$ cat src/rtl/adc_seq_pkg.sv
// constants shared by the converter sequencer files
package adc_seq_pkg;
  // ****************************************
  // timing
  // ****************************************
  localparam int clk_mhz = 125;
  localparam int wake_pulse_ns = 1000;
  localparam int convert_ns = 4500;
  // least times round up
  localparam int wake_pulse_cycles = (wake_pulse_ns * clk_mhz + 999) / 1000;
  localparam int convert_cycles = (convert_ns * clk_mhz + 999) / 1000;
  localparam int result_width = 8;
  localparam int cnt_width = 16;
  localparam logic [result_width-1:0] result_reset = 8'h00;
  localparam logic [result_width-1:0] sar_top_bit = 8'h80;

  // ****************************************
  // sequencer states
  // ****************************************
  typedef enum logic [2:0] {
    st_powered_down,
    st_waking,
    st_tracking,
    st_converting
  } seq_state_t;
endpackage : adc_seq_pkg

$ cat src/rtl/adc_sar_engine.sv
// successive approximation engine resolving one bit per step
`timescale 1ns/1ps
module adc_sar_engine #(
  parameter int width = 8
) (
  // clock and control
  input wire logic ref_clk_in,
  input wire logic rst_in,
  input wire logic clk_en_in,
  input wire logic start_in,
  input wire logic step_in,
  // digitised sample of the held input: a trial bit is kept when the sample is at or above the trial level
  input wire logic [width-1:0] sample_in,
  // result
  output logic [width-1:0] code_out,
  output logic done_out
);
  logic [width-1:0] code_r;
  logic [width-1:0] code_nxt;
  logic [width-1:0] bit_r;
  logic [width-1:0] bit_nxt;
  logic done_r;
  logic done_nxt;

  // ****************************************
  // next values
  // ****************************************
  always_comb
  begin
    code_nxt = code_r;
    bit_nxt = bit_r;
    done_nxt = done_r;
    if (start_in)
    begin
      code_nxt = '0;
      bit_nxt = {1'b1, {(width-1){1'b0}}};
      done_nxt = 1'b0;
    end
    else if (step_in && bit_r != '0)
    begin
      if (sample_in >= (code_r | bit_r))
        code_nxt = code_r | bit_r;
      bit_nxt = bit_r >> 1;
      if (bit_r[0])
        done_nxt = 1'b1;
    end
  end

  always_ff @(posedge ref_clk_in)
  begin
    if (rst_in)
    begin
      code_r <= '0;
      bit_r <= '0;
      done_r <= 1'b0;
    end
    else if (clk_en_in)
    begin
      code_r <= code_nxt;
      bit_r <= bit_nxt;
      done_r <= done_nxt;
    end
  end

  assign code_out = code_r;
  assign done_out = done_r;
endmodule : adc_sar_engine

$ cat src/rtl/adc_convert_power_sequencer.sv
// convert-start, power and busy sequencer of an 8-bit sampling converter
`timescale 1ns/1ps
module adc_convert_power_sequencer #(
  parameter int wake_cycles = adc_seq_pkg::wake_pulse_cycles,
  parameter int conv_cycles = adc_seq_pkg::convert_cycles,
  parameter int width = adc_seq_pkg::result_width
) (
  // clock, reset, enable
  input wire logic ref_clk_in,
  input wire logic rst_in,
  input wire logic clk_en_in,
  // host control pins
  input wire logic convert_start_n_in,
  input wire logic chip_select_n_in,
  input wire logic read_n_in,
  // analog front end, digitised sample of held input (0 to reference)
  input wire logic [width-1:0] sample_in,
  // status and power
  output logic busy_out,
  output logic powered_out,
  output logic hold_out,
  output logic auto_power_down_out,
  // three-state result bus
  output logic [width-1:0] result_bus_out,
  output logic result_bus_oe_out
);
  // ****************************************
  // state
  // ****************************************
  adc_seq_pkg::seq_state_t state_r;
  adc_seq_pkg::seq_state_t state_nxt;
  logic [adc_seq_pkg::cnt_width-1:0] wake_cnt_r;
  logic [adc_seq_pkg::cnt_width-1:0] wake_cnt_nxt;
  logic [adc_seq_pkg::cnt_width-1:0] conv_cnt_r;
  logic [adc_seq_pkg::cnt_width-1:0] conv_cnt_nxt;
  logic start_n_r;
  logic gated_r;
  logic gated_nxt;
  logic wake_pulse_r;
  logic wake_pulse_nxt;
  logic busy_r;
  logic busy_nxt;
  logic powered_r;
  logic powered_nxt;
  logic hold_r;
  logic hold_nxt;
  logic auto_pd_r;
  logic auto_pd_nxt;
  logic [width-1:0] result_r;
  logic [width-1:0] result_nxt;
  logic [width-1:0] bus_r;
  logic [width-1:0] bus_nxt;
  logic bus_oe_r;
  logic bus_oe_nxt;
  logic start_rise;
  logic gated_fall;
  logic sar_start;
  logic sar_step;
  logic sar_done;
  logic [width-1:0] sar_code;

  // pin is synchronous to the clock, so a single register finds edges
  assign start_rise = convert_start_n_in && !start_n_r;

  // ****************************************
  // successive approximation engine
  // ****************************************
  adc_sar_engine #(
    .width(width)
  ) u_sar (
    .ref_clk_in(ref_clk_in),
    .rst_in(rst_in),
    .clk_en_in(clk_en_in),
    .start_in(sar_start),
    .step_in(sar_step),
    .sample_in(sample_in),
    .code_out(sar_code),
    .done_out(sar_done)
  );

  // ****************************************
  // count decode
  // ****************************************
  // true on the last cycle of an n-cycle span counted from zero
  function automatic logic at_last(
    input logic [adc_seq_pkg::cnt_width-1:0] cnt,
    input int n
  );
    return cnt == adc_seq_pkg::cnt_width'(n - 1);
  endfunction : at_last

  // ****************************************
  // wake pulse and gated start
  // ****************************************
  always_comb
  begin
    wake_cnt_nxt = wake_cnt_r;
    wake_pulse_nxt = wake_pulse_r;
    // rising edge wakes
    // edges while busy are ignored so a conversion is never cut short
    if (start_rise && !busy_r)
    begin
      wake_pulse_nxt = 1'b1;
      wake_cnt_nxt = '0;
    end
    else if (wake_pulse_r)
    begin
      if (at_last(wake_cnt_r, wake_cycles))
        wake_pulse_nxt = 1'b0;
      else
        wake_cnt_nxt = wake_cnt_r + 1'b1;
    end
    // gated start as OR
    // pin high or pulse high keeps it up: the later fall starts converting
    gated_nxt = convert_start_n_in || wake_pulse_nxt;
    gated_fall = gated_r && !gated_nxt;
  end

  always_ff @(posedge ref_clk_in)
  begin
    if (rst_in)
    begin
      wake_cnt_r <= '0;
      // start is held low at power-on, so no edge is seen after reset
      start_n_r <= 1'b0;
      gated_r <= 1'b0;
      wake_pulse_r <= 1'b0;
    end
    else if (clk_en_in)
    begin
      wake_cnt_r <= wake_cnt_nxt;
      start_n_r <= convert_start_n_in;
      gated_r <= gated_nxt;
      wake_pulse_r <= wake_pulse_nxt;
    end
  end

  // ****************************************
  // conversion sequencer
  // ****************************************
  always_comb
  begin
    state_nxt = state_r;
    conv_cnt_nxt = conv_cnt_r;
    busy_nxt = busy_r;
    powered_nxt = powered_r;
    hold_nxt = hold_r;
    auto_pd_nxt = auto_pd_r;
    result_nxt = result_r;
    sar_start = 1'b0;
    sar_step = 1'b0;
    if (start_rise && !busy_r)
      powered_nxt = 1'b1;
    unique case (state_r)
      adc_seq_pkg::st_powered_down:
      begin
        if (start_rise)
          state_nxt = adc_seq_pkg::st_waking;
      end
      adc_seq_pkg::st_waking, adc_seq_pkg::st_tracking:
      begin
        if (gated_fall && powered_nxt)
        begin
          state_nxt = adc_seq_pkg::st_converting;
          busy_nxt = 1'b1;
          hold_nxt = 1'b1;
          conv_cnt_nxt = '0;
          sar_start = 1'b1;
        end
      end
      adc_seq_pkg::st_converting:
      begin
        // one bit per step
        // the last bit settles a cycle before the end, in time to latch
        sar_step = !at_last(conv_cnt_r, conv_cycles) &&
          conv_cnt_r >= adc_seq_pkg::cnt_width'(conv_cycles - width - 1);
        if (at_last(conv_cnt_r, conv_cycles))
        begin
          busy_nxt = 1'b0;
          hold_nxt = 1'b0;
          result_nxt = sar_done ? sar_code : result_r;
          if (convert_start_n_in)
          begin
            auto_pd_nxt = 1'b0;
            state_nxt = adc_seq_pkg::st_tracking;
          end
          else
          begin
            auto_pd_nxt = 1'b1;
            powered_nxt = 1'b0;
            state_nxt = adc_seq_pkg::st_powered_down;
          end
        end
        else
          conv_cnt_nxt = conv_cnt_r + 1'b1;
      end
      default:
        state_nxt = adc_seq_pkg::st_powered_down;
    endcase
    // woken again from tracking before next conversion
    if (state_r == adc_seq_pkg::st_tracking && start_rise)
      state_nxt = adc_seq_pkg::st_waking;
  end

  always_ff @(posedge ref_clk_in)
  begin
    if (rst_in)
    begin
      state_r <= adc_seq_pkg::st_powered_down;
      conv_cnt_r <= '0;
      busy_r <= 1'b0;
      powered_r <= 1'b0;
      hold_r <= 1'b0;
      auto_pd_r <= 1'b1;
      result_r <= adc_seq_pkg::result_reset;
    end
    else if (clk_en_in)
    begin
      state_r <= state_nxt;
      conv_cnt_r <= conv_cnt_nxt;
      busy_r <= busy_nxt;
      powered_r <= powered_nxt;
      hold_r <= hold_nxt;
      auto_pd_r <= auto_pd_nxt;
      result_r <= result_nxt;
    end
  end

  // ****************************************
  // result bus
  // ****************************************
  always_comb
  begin
    bus_oe_nxt = !chip_select_n_in && !read_n_in;
    bus_nxt = bus_oe_nxt ? result_nxt : bus_r;
  end

  always_ff @(posedge ref_clk_in)
  begin
    if (rst_in)
    begin
      bus_r <= adc_seq_pkg::result_reset;
      bus_oe_r <= 1'b0;
    end
    else if (clk_en_in)
    begin
      bus_r <= bus_nxt;
      bus_oe_r <= bus_oe_nxt;
    end
  end

  // ****************************************
  // outputs
  // ****************************************
  assign busy_out = busy_r;
  assign powered_out = powered_r;
  assign hold_out = hold_r;
  assign auto_power_down_out = auto_pd_r;
  assign result_bus_out = bus_r;
  assign result_bus_oe_out = bus_oe_r;
endmodule : adc_convert_power_sequencer

$ cat config.mk
export PLATFORM = sky130hd
export DESIGN_NAME = adc_convert_power_sequencer
export DESIGN_NICKNAME = d
export VERILOG_FILES = /design/src/rtl/adc_seq_pkg.sv /design/src/rtl/adc_sar_engine.sv /design/src/rtl/adc_convert_power_sequencer.sv
export SDC_FILE = /design/constraint.sdc
export NUM_CORES = 1
export LEC_CHECK = 0
export BUFFER_PORTS_ARGS = -buffer_cell sky130_fd_sc_hd__buf_4
export CORE_AREA = 2 2 88 90
export DETAILED_ROUTE_END_ITERATION = 10
export DIE_AREA = 0 0 90 92
export HOLD_SLACK_MARGIN = 0.08
export PLACE_DENSITY = 0.67
export SLEW_MARGIN = 0
export SYNTH_ARGS = -nofsm -noshare
export SYNTH_HDL_FRONTEND = slang
export SYNTH_SLANG_ARGS = --single-unit
export TNS_END_PERCENT = 1
$ cat constraint.sdc
create_clock -name ref_clk_in -period 4.2 [get_ports ref_clk_in]
set_clock_uncertainty 0.2 [all_clocks]
set_input_delay 0.63 -clock ref_clk_in [delete_from_list [all_inputs] [get_ports ref_clk_in]]
set_output_delay 0.63 -clock ref_clk_in [all_outputs]
set_load 0.05 [all_outputs]
==> results.sh, run 1 <==
export IMPL_vias_per_cell=5.51
export IMPL_gr_max_usage_layer="met2"
export IMPL_clk_pin_slew_ps=80
export IMPL_htree_levels=3
export IMPL_cellPowerDensity_mw_per_mm2=395
export IMPL_row_count=32
export IMPL_drive_above_1_share_pct=14.0
export IMPL_worstHoldStart="result_r[1]"
export IMPL_setup_viol=0
export IMPL_start_kind="register"
export IMPL_tightest_slew_ps=777
export IMPL_ys_ff_latch=74
export IMPL_io_buffers=26
export IMPL_grt_pass1_wl_um=13400
export IMPL_period_share_pct=69.7
export IMPL_syn_inst=406
export IMPL_ys_warn_count=0
export IMPL_yosysSeqAreaShare_pct=41.4
export IMPL_grt_overflow_total=0
export IMPL_n_fill_cell=713
export IMPL_ios=27
export IMPL_drt_pass1_iter_count=4
export IMPL_holdPathEnd="result_bus_out[1]"
export IMPL_vias=2959
export IMPL_internal_power_mw=1.18
export IMPL_grt_met1_usage_pct=27.3
export IMPL_tns_ps=0
export IMPL_grt_pass1_vias=2852
export IMPL_drt_iter0_drc=143
export IMPL_switchingPower_uw=432
export IMPL_hold_path_class="register to register"
export IMPL_r2r_cells=6
export IMPL_synth_distinct_cells=53
export IMPL_slew_violations=0
export IMPL_die_w_um=90
export IMPL_clock_sinks=74
export IMPL_synthFlopType="dfxtp_1"
export IMPL_hold_violations=0
export IMPL_swShare_pct=26.7
export IMPL_timing_rr_end="conv_cnt_r[12]"
export IMPL_power_leakage_nw=1.46
export IMPL_cts_tree="built"
export IMPL_syn_num_nets=436
export IMPL_cap_violations=0
export IMPL_async_reset_ff_share_pct=0
export IMPL_gr_usage_met2_pct=30.3
export IMPL_detailed_place_hpwl_um=5400
export IMPL_reg2reg_slack_ps=1270
export IMPL_post_cts_setup_buffer_count=0
export IMPL_clk_latency_ps=360
export IMPL_grt_usage_pct=20.0
export IMPL_cts_buffers=9
export IMPL_wl_per_cell_um=14.1
export IMPL_ant_nets=0
export IMPL_final_core_util_pct=54.9
export IMPL_antennaDiodeCount=0
export IMPL_r2r_start="wake_cnt_r[15]"
export IMPL_critPathArrivalTime_ps=2980
export IMPL_grt_max_degree=27
export IMPL_worstSetupPathType="register to register"
export IMPL_end_kind="register"
export IMPL_seqPwrFrac_pct=45.1
export IMPL_die_h_um=92
export IMPL_cts_root_buf="clkbuf_8"
export IMPL_hold_buffers=0
export IMPL_drc=0
export IMPL_start_util_pct=48.0
export IMPL_peakVddDrop_mv=0.175
export IMPL_antenna_found_initial=0
export IMPL_die_area_mm2=0.00828
export IMPL_status="complete, no violations"
export IMPL_p_comb_share_pct=13.6
export IMPL_holdPathStages=2
export IMPL_worstPathMaxFanout=15
export IMPL_rsz0062_at_grt="no"
export IMPL_min_period_ps=2930
export IMPL_clkPwrFrac_pct=41.3
export IMPL_cp_required_ps=4250
export IMPL_place_congestion=0.849
export IMPL_cts_resized=0
export IMPL_syn_to_final_growth_pct=14.3
export IMPL_avgSynthCellArea_um2=8.81
export IMPL_grt_use_met3_pct=4.77
export IMPL_layout_nets=460
export IMPL_synth_edff_count=0
export IMPL_core_mm2=0.00745
export IMPL_max_freq_ghz=0.341
export IMPL_drt_total_wl_um=7560
export IMPL_maxSlewHeadroom_pct=47.8
export IMPL_synth_area_mm2=0.00358
export IMPL_cts_buffer_depth=2
registers in the layout, summed over array words and instances (netlist names), 2 cells and up:
| name | cells |
|---|---|
| conv_cnt_r | 16 |
| result_bus_out | 8 |
| result_r | 8 |
| state_r | 2 |
| u_sar.bit_r | 8 |
| u_sar.code_out | 8 |
| wake_cnt_r | 16 |
power groups by stage:
stage	combinational, mW	clock, mW	sequential [mW]
after floorplan	0.152	0	0.765
after global placement	0.217	0	0.745
after detailed placement	0.219	0	0.745
after CTS	0.220	0.679	0.729
after global routing	0.241	0.711	0.731
final	0.219	0.667	0.729
metal layers:
layer | wire [um] | vias to the layer above
li1 | - | 1506
met2 | 3410 | 42
met1 | 3820 | 1402
met3 | 226 | 9
met5 | 0 | -
met4 | 106 | 0
cells in the mapped netlist, types with 4 or more instances:
master | instances | area share, %
nand4_1 | 16 | 2.8
nor3_1 | 14 | 2.0
xor2_1 | 17 | 4.2
xnor2_1 | 10 | 2.4
a21oi_1 | 16 | 2.2
inv_1 | 11 | 1.2
clkbuf_1 | 10 | 1.0
a22o_1 | 8 | 2.0
a32o_1 | 4 | 1.1
nand2_1 | 30 | 3.1
dfxtp_1 | 74 | 41
nor2_1 | 67 | 7.0
a31oi_1 | 9 | 1.6
o21ai_0 | 10 | 1.4
ha_1 | 16 | 5.6
nor4_1 | 4 | 0.70
mux2i_1 | 12 | 3.4
nand3_1 | 16 | 2.2
how the worst max path moves through the flow:
stage	startpoint	endpoint	slack (ps)	cells after the start
2_1_floorplan	wake_cnt_r[15]	conv_cnt_r[12]	1670	6
3_3_place_gp	wake_cnt_r[15]	conv_cnt_r[12]	1300	6
3_5_place_dp	wake_cnt_r[15]	conv_cnt_r[12]	1270	6
4_1_cts	wake_cnt_r[15]	conv_cnt_r[12]	1240	6
5_1_grt	wake_cnt_r[14]	conv_cnt_r[12]	1110	6
6_report	wake_cnt_r[15]	conv_cnt_r[12]	1270	6
stage by stage:
| stage | setup WS [ps] | std cells | power (mW) | cell area, um^2 | hold WS, ps |
|---|---|---|---|---|---|
| after global placement | 1300 | 521 | 0.962 | 3840 | 259 |
| after CTS | 1240 | 537 | 1.63 | 4090 | 279 |
| after detailed placement | 1270 | 521 | 0.964 | 3840 | 267 |
| after global routing | 1110 | 537 | 1.68 | 4090 | 303 |
| after floorplan | 1670 | 406 | 0.916 | 3580 | 248 |
| final | 1270 | 537 | 1.62 | 4090 | 278 |
cells by family after synthesis:
| family | synth area share (%) |
|---|---|
| flip-flops | 41.4 |
| XOR/XNOR | 6.61 |
| buffers and inverters | 3.08 |
| multiplexers | 3.36 |
| AND/OR/NAND/NOR | 26.5 |
| AO/OA/AOI/OAI | 13.4 |
| adder cells (fa/ha/maj) | 5.60 |
cell usage in the layout (no fill, tap or decap), types with 3 or more instances in the layout:
cell       count
nor3_1        14
nor4_1         4
nor2_1        67
or4_4          3
inv_1         11
a21oi_1       16
xnor2_1       10
a21o_1         3
a211oi_1       3
mux2i_1       12
bufinv_16      3
a31oi_1        9
and2_1         3
or2_2          3
a22o_1         8
nand2_1       30
buf_4         28
nor2_2         3
a32o_1         4
dfxtp_1       74
ha_1          16
xor2_1        17
nand4_1       16
nand2b_1       3
nand3_1       16
and4_1         3
o21ai_0       10
clkbuf_8       9
nor4_2         3
cell type report:
cell class / count / area [um^2] / area share [%]
Clock inverter: 6 / 114 / 2.79
Inverter: 11 / 41.3 / 1.01
Timing Repair Buffer: 28 / 210 / 5.14
Tap cell: 102 / 128 / 3.12
Multi-Input combinational cell: 306 / 1980 / 48.6
Clock buffer: 10 / 128 / 3.12
Sequential cell: 74 / 1480 / 36.3
critical path: stages, from the launching register on:
cell,delay [ps]
dfxtp_1,320
or4_4,540
or4_4,530
o21a_4,280
o31ai_4,580
nor2_1,90
a31o_2,260
Power figures use the tool's default switching activity.
==> run 2, diff against run 1 <==
Settings changed: ABC_AREA from default to 1, CORE_AREA 2 2 88 90 to 2 2 98 100, DIE_AREA 0 0 90 92 to 0 0 100 102, PLACE_DENSITY 0.67 to 0.69.
Clock period 4.2 ns to 2.5 ns, I/O delays scaled along.
==> run 2 against run 1 <==
  * Combinational power grew 110%
  * Core utilization is 1.2 points lower
  * Largest cell class unchanged
  * Die area rose by 23%
  * Flip-flop and latch count is the same
  * Area after synthesis is 25% higher
==> results.sh, run 2 <==
export IMPL_syn_to_final_growth_pct=9.46
export IMPL_hold_path_class="primary input to register"
export IMPL_ant_nets=0
export IMPL_synth_distinct_cells=42
export IMPL_cts_buffers=9
export IMPL_cts_resized=0
export IMPL_ys_warn_count=0
export IMPL_post_cts_setup_buffer_count=0
export IMPL_final_core_util_pct=53.7
export IMPL_yosysMostFrequentCell="nand2_1"
export IMPL_hold_buffers=0
export IMPL_syn_inst=659
export IMPL_cts_buffer_depth=2
export IMPL_yosys_area_top_type_share_pct=33.1
export IMPL_drt_pass1_iter_count=5
export IMPL_ios=27
export IMPL_period_share_pct=86.9
export IMPL_htree_levels=3
export IMPL_async_reset_ff_share_pct=0
export IMPL_ys_top_cells_by_count="nand2_1 (137), nor2_1 (114), dfxtp_1 (74), inv_1 (69), a21oi_1 (56)"
export IMPL_antennaDiodeCount=0
export IMPL_grt_pass1_vias=3881
export IMPL_final_common_cell="nand2_1"
export IMPL_drt_total_wl_um=10100
export IMPL_setup_viol=0
export IMPL_place_congestion=0.882
export IMPL_vias_per_cell=5.24
export IMPL_maxSlewHeadroom_pct=63.0
export IMPL_start_kind="register"
export IMPL_hold_violations=0
export IMPL_top_regs="conv_cnt_r (16), wake_cnt_r (16)"
export IMPL_final_cell_mix="nand2_1 (137), nor2_1 (114), dfxtp_1 (74), inv_1 (69), a21oi_1 (56)"
export IMPL_n_fill_cell=905
export IMPL_drive_above_1_share_pct=14.2
export IMPL_netlist_top_cells_area="dfxtp_1 (33%), nand2_1 (12%), nor2_1 (9.6%)"
export IMPL_cp_endpoint="u_sar.code_out[2]"
export IMPL_start_util_pct=49.1
export IMPL_grt_usage_pct=20.9
export IMPL_critPathArrivalTime_ps=2220
export IMPL_synth_edff_count=0
export IMPL_core_mm2=0.00911
export IMPL_tightest_slew_ps=552
export IMPL_ys_ff_latch=74
export IMPL_rsz0062_at_grt="no"
export IMPL_drt_iter0_drc=136
export IMPL_drc=0
export IMPL_grt_max_degree=30
export IMPL_synth_area_leader_cell="dfxtp_1"
export IMPL_avgSynthCellArea_um2=6.78
export IMPL_r2r_cells=12
export IMPL_min_period_ps=2170
export IMPL_grt_pass1_wl_um=17400
export IMPL_slew_violations=0
export IMPL_die_h_um=102
export IMPL_cts_tree="built"
export IMPL_wl_per_cell_um=12.7
export IMPL_die_area_mm2=0.0102
export IMPL_end_kind="register"
export IMPL_cp_startpoint="conv_cnt_r[0]"
export IMPL_timing_rr_end="u_sar.code_out[2]"
export IMPL_io_buffers=26
export IMPL_worstPathMaxFanout=20
export IMPL_power_leakage_nw=2.06
export IMPL_r2r_start="conv_cnt_r[0]"
export IMPL_cellPowerDensity_mw_per_mm2=529
export IMPL_layout_nets=710
export IMPL_status="complete, no violations"
export IMPL_cp_required_ps=2550
export IMPL_cap_violations=0
export IMPL_cts_root_buf="clkbuf_8"
export IMPL_row_count=35
export IMPL_tns_ps=0
export IMPL_crit_slowest_cell="dfxtp_1"
export IMPL_syn_num_nets=689
export IMPL_grt_overflow_total=0
export IMPL_synthFlopType="dfxtp_1"
export IMPL_vias=4169
export IMPL_clk_pin_slew_ps=80
export IMPL_crit_top_cell="nand2_2"
export IMPL_worstSetupPathType="register to register"
export IMPL_peakVddDrop_mv=0.282
export IMPL_slowest_delay_ps=360
export IMPL_clk_latency_ps=350
export IMPL_die_w_um=100
export IMPL_max_freq_ghz=0.461
export IMPL_antenna_found_initial=0
export IMPL_reg2reg_slack_ps=330
export IMPL_detailed_place_hpwl_um=7410
export IMPL_synth_area_mm2=0.00447
export IMPL_clock_sinks=74
export IMPL_yosysSeqAreaShare_pct=33.1
export IMPL_path_cells="inv_1 > ha_1 > nand3_1 > nor2_2 > nand2_2 > nand2_2 > nor2_2 > nand2_4 > nand2_2 > nand3_1 > nand2_1 > nor2_1"
## run 2: logic make-up (layout without fill, tap and decap cells)
logic type      after synthesis  after routing  share of synthesized area (%)
simple gates                358            358                           37.7
compound gates              104            104                           13.2
buf+inv                      97            123                           9.52
flops                        74             74                           33.1
fa+ha+maj                    16             16                           4.48
xor+xnor                     10             10                           1.96
## run 2: worst max-delay path: cells and delay by family (launching register included)
kind                     cells  cell delay [ps]
buffers and inverters        1               80
adder cells (fa/ha/maj)      1              210
AND/OR/NAND/NOR             10             1240
flip-flops                   1              360
## run 2: worst min path at each step
| stage | start | endpoint | slack (ps) | cells after the start |
|---|---|---|---|---|
| 2_1_floorplan | wake_cnt_r[4] | wake_cnt_r[4] | 260 | 2 |
| 3_3_place_gp | result_bus_oe_out | result_bus_oe_out | 260 | 2 |
| 3_5_place_dp | auto_power_down_out | auto_power_down_out | 280 | 2 |
| 4_1_cts | clk_en_in | powered_out | 180 | 3 |
| 5_1_grt | rst_in | conv_cnt_r[15] | 230 | 2 |
| 6_report | clk_en_in | powered_out | 180 | 3 |
## run 2: layer usage
layer  vias up  share of wire (%)  GRT usage [%]
li1       2186                  -              -
met1      1877                 48           28.2
met2        89                 46           34.0
met3        17                4.4           3.83
met4         0                1.6           7.06
met5         -                  0              0
## run 2: power breakdown
| group | internal [mW] | switching [mW] |
|---|---|---|
| Sequential | 1.21 | 0.0232 |
| Clock | 0.418 | 0.466 |
| Combinational | 0.144 | 0.322 |
## run 2: cell type report
type / count / area, um^2 / area share [%]
clock inverters: 5 / 35.0 / 0.716
repair buffers: 31 / 233 / 4.76
well taps: 111 / 139 / 2.84
clock buffers: 11 / 151 / 3.09
multi-input cells: 488 / 2560 / 52.4
flip-flops and latches: 74 / 1480 / 30.3
inverters: 76 / 290 / 5.93
## run 2: through the flow
stage | hold WS [ps] | instances | power [mW] | worst slack [ps] | instance area (um^2)
final | 181 | 796 | 2.59 | 329 | 4890
after global routing | 230 | 796 | 2.70 | 113 | 4890
after CTS | 176 | 796 | 2.61 | 328 | 4890
after detailed placement | 278 | 780 | 1.73 | 348 | 4710
after global placement | 261 | 780 | 1.72 | 436 | 4710
after floorplan | 259 | 659 | 1.61 | 372 | 4470
==> run 3, diff against run 2 <==
Settings changed: RECOVER_POWER from default to 100.
==> run 3 against run 2 <==
  * Register-to-register slack lost 90 ps
  * Clock power hardly changed
  * Sequential power is essentially flat
  * First-iteration DRC count is 12% higher
  * Largest power group unchanged
  * Fmax down 4.0%
  * Non-clock buffer count unchanged
  * Combinational power decreased by 4.5%
  * Hold slack better by 2.4 ps
  * Sequential share of layout area up 0.78 points
  * Critical path type unchanged
  * Via count is 0.72% higher
==> results.sh, run 3 (synthesis gave the netlist of run 2 again) <==
export IMPL_status="complete, no violations"
export IMPL_ios=27
export IMPL_top_regs="conv_cnt_r (16), wake_cnt_r (16)"
export IMPL_antennaDiodeCount=0
export IMPL_detailed_place_hpwl_um=7410
export IMPL_cts_buffer_depth=2
export IMPL_r2r_start="conv_cnt_r[0]"
export IMPL_hold_buffers=0
export IMPL_place_congestion=0.882
export IMPL_cellPowerDensity_mw_per_mm2=538
export IMPL_ant_nets=0
export IMPL_tightest_slew_ps=1010
export IMPL_totalPowerFinal_mw=2.56
export IMPL_r2r_cells=10
export IMPL_hold_path_class="primary input to register"
export IMPL_clk_pin_slew_ps=80
export IMPL_tns_ps=0
export IMPL_post_cts_setup_buffer_count=0
export IMPL_final_cell_mix="nand2_1 (138), nor2_1 (116), dfxtp_1 (74), inv_1 (69), a21oi_1 (56)"
export IMPL_worstPathMaxFanout=18
export IMPL_vias_per_cell=5.28
export IMPL_cp_required_ps=2530
export IMPL_end_kind="register"
export IMPL_maxSlewHeadroom_pct=32.8
export IMPL_grt_overflow_total=0
export IMPL_setup_viol=0
export IMPL_grt_pass1_vias=3881
export IMPL_critPathArrivalTime_ps=2290
export IMPL_timing_rr_end="conv_cnt_r[0]"
export IMPL_cts_root_buf="clkbuf_8"
export IMPL_htree_levels=3
export IMPL_drc=0
export IMPL_slew_violations=0
export IMPL_cp_startpoint="conv_cnt_r[0]"
export IMPL_placed_area_mm2=0.00471
export IMPL_layout_nets=710
export IMPL_cts_resized=0
export IMPL_drt_pass1_iter_count=4
export IMPL_wl_met3_um=394
export IMPL_min_period_ps=2260
export IMPL_die_area_mm2=0.0102
export IMPL_grt_pass1_wl_um=17400
export IMPL_io_buffers=26
export IMPL_highest_layer="met4"
export IMPL_cts_tree="built"
export IMPL_wl_per_cell_um=12.7
export IMPL_power_leakage_nw=1.97
export IMPL_cp_endpoint="conv_cnt_r[0]"
export IMPL_cts_buffers=9
export IMPL_start_kind="register"
export IMPL_max_freq_ghz=0.442
export IMPL_design_area_mm2=0.00477
export IMPL_worstSetupPathType="register to register"
export IMPL_reg2reg_slack_ps=240
export IMPL_peakVddDrop_mv=0.291
export IMPL_n_fill_cell=930
export IMPL_drt_iter0_drc=152
export IMPL_dp_cells=780
export IMPL_wl_met1_um=4990
export IMPL_met2WireLength_um=4580
export IMPL_die_h_um=102
export IMPL_holdWs_ps=183
export IMPL_core_mm2=0.00911
export IMPL_grt_usage_pct=20.9
export IMPL_cap_violations=0
export IMPL_grt_max_degree=30
export IMPL_rsz0062_at_grt="no"
export IMPL_clock_sinks=74
export IMPL_vias=4199
export IMPL_row_count=35
export IMPL_drt_total_wl_um=10100
export IMPL_period_share_pct=90.5
export IMPL_fin_cells=796
export IMPL_syn_to_final_growth_pct=6.72
export IMPL_hold_violations=0
export IMPL_antenna_found_initial=0
export IMPL_clk_latency_ps=350
export IMPL_drive_above_1_share_pct=9.78
export IMPL_die_w_um=100
export IMPL_final_common_cell="nand2_1"
export IMPL_start_util_pct=49.1
## run 3: layout make-up
cell class / instances / area (um^2) / share of cell area [%]
clock buffer: 11 / 151 / 3.17
timing repair buffer: 31 / 178 / 3.73
inverter: 76 / 290 / 6.09
clock inverter: 5 / 35.0 / 0.735
multi-input combinational: 488 / 2490 / 52.3
sequential: 74 / 1480 / 31.1
tap: 111 / 139 / 2.91
## run 3: routing by layer
layer  vias up  track usage, %
li1       2185               -
met1      1902            28.2
met2        95            34.0
met3        17            3.83
met4         0            7.06
met5         -               0
## run 3: where the power goes
part	internal [mW]	leakage (nW)	total [mW]	switching, mW
combinational	0.125	1.28	0.445	0.319
clock	0.418	0.0961	0.884	0.466
sequential	1.21	0.600	1.24	0.0228
## run 3: through the flow
| step | worst slack [ps] | utilization [%] |
|---|---|---|
| floorplan | 372 | - |
| global route | 69.0 | 52.4 |
| CTS | 328 | 53.7 |
| finish | 238 | 52.4 |
| global placement | 436 | 51.7 |
| detailed placement | 348 | 51.7 |
## run 3: how the worst min path moves through the flow
stage	cells after the start	startpoint	slack, ps	end
6_report	3	clk_en_in	180	powered_out
5_1_grt	3	clk_en_in	230	powered_out
4_1_cts	3	clk_en_in	180	powered_out
3_5_place_dp	2	auto_power_down_out	280	auto_power_down_out
3_3_place_gp	2	result_bus_oe_out	260	result_bus_oe_out
2_1_floorplan	2	wake_cnt_r[4]	260	wake_cnt_r[4]
## run 3: critical path, stage by stage, from the launching register on
cell        delay (ps)
dfxtp_1            360
inv_1               80
ha_1               210
nand3_1             80
nor2_1              60
nand2_2             80
clkinvlp_2         160
nand2_4            260
nand3_2            360
o21ai_0            260
nor2_1              60
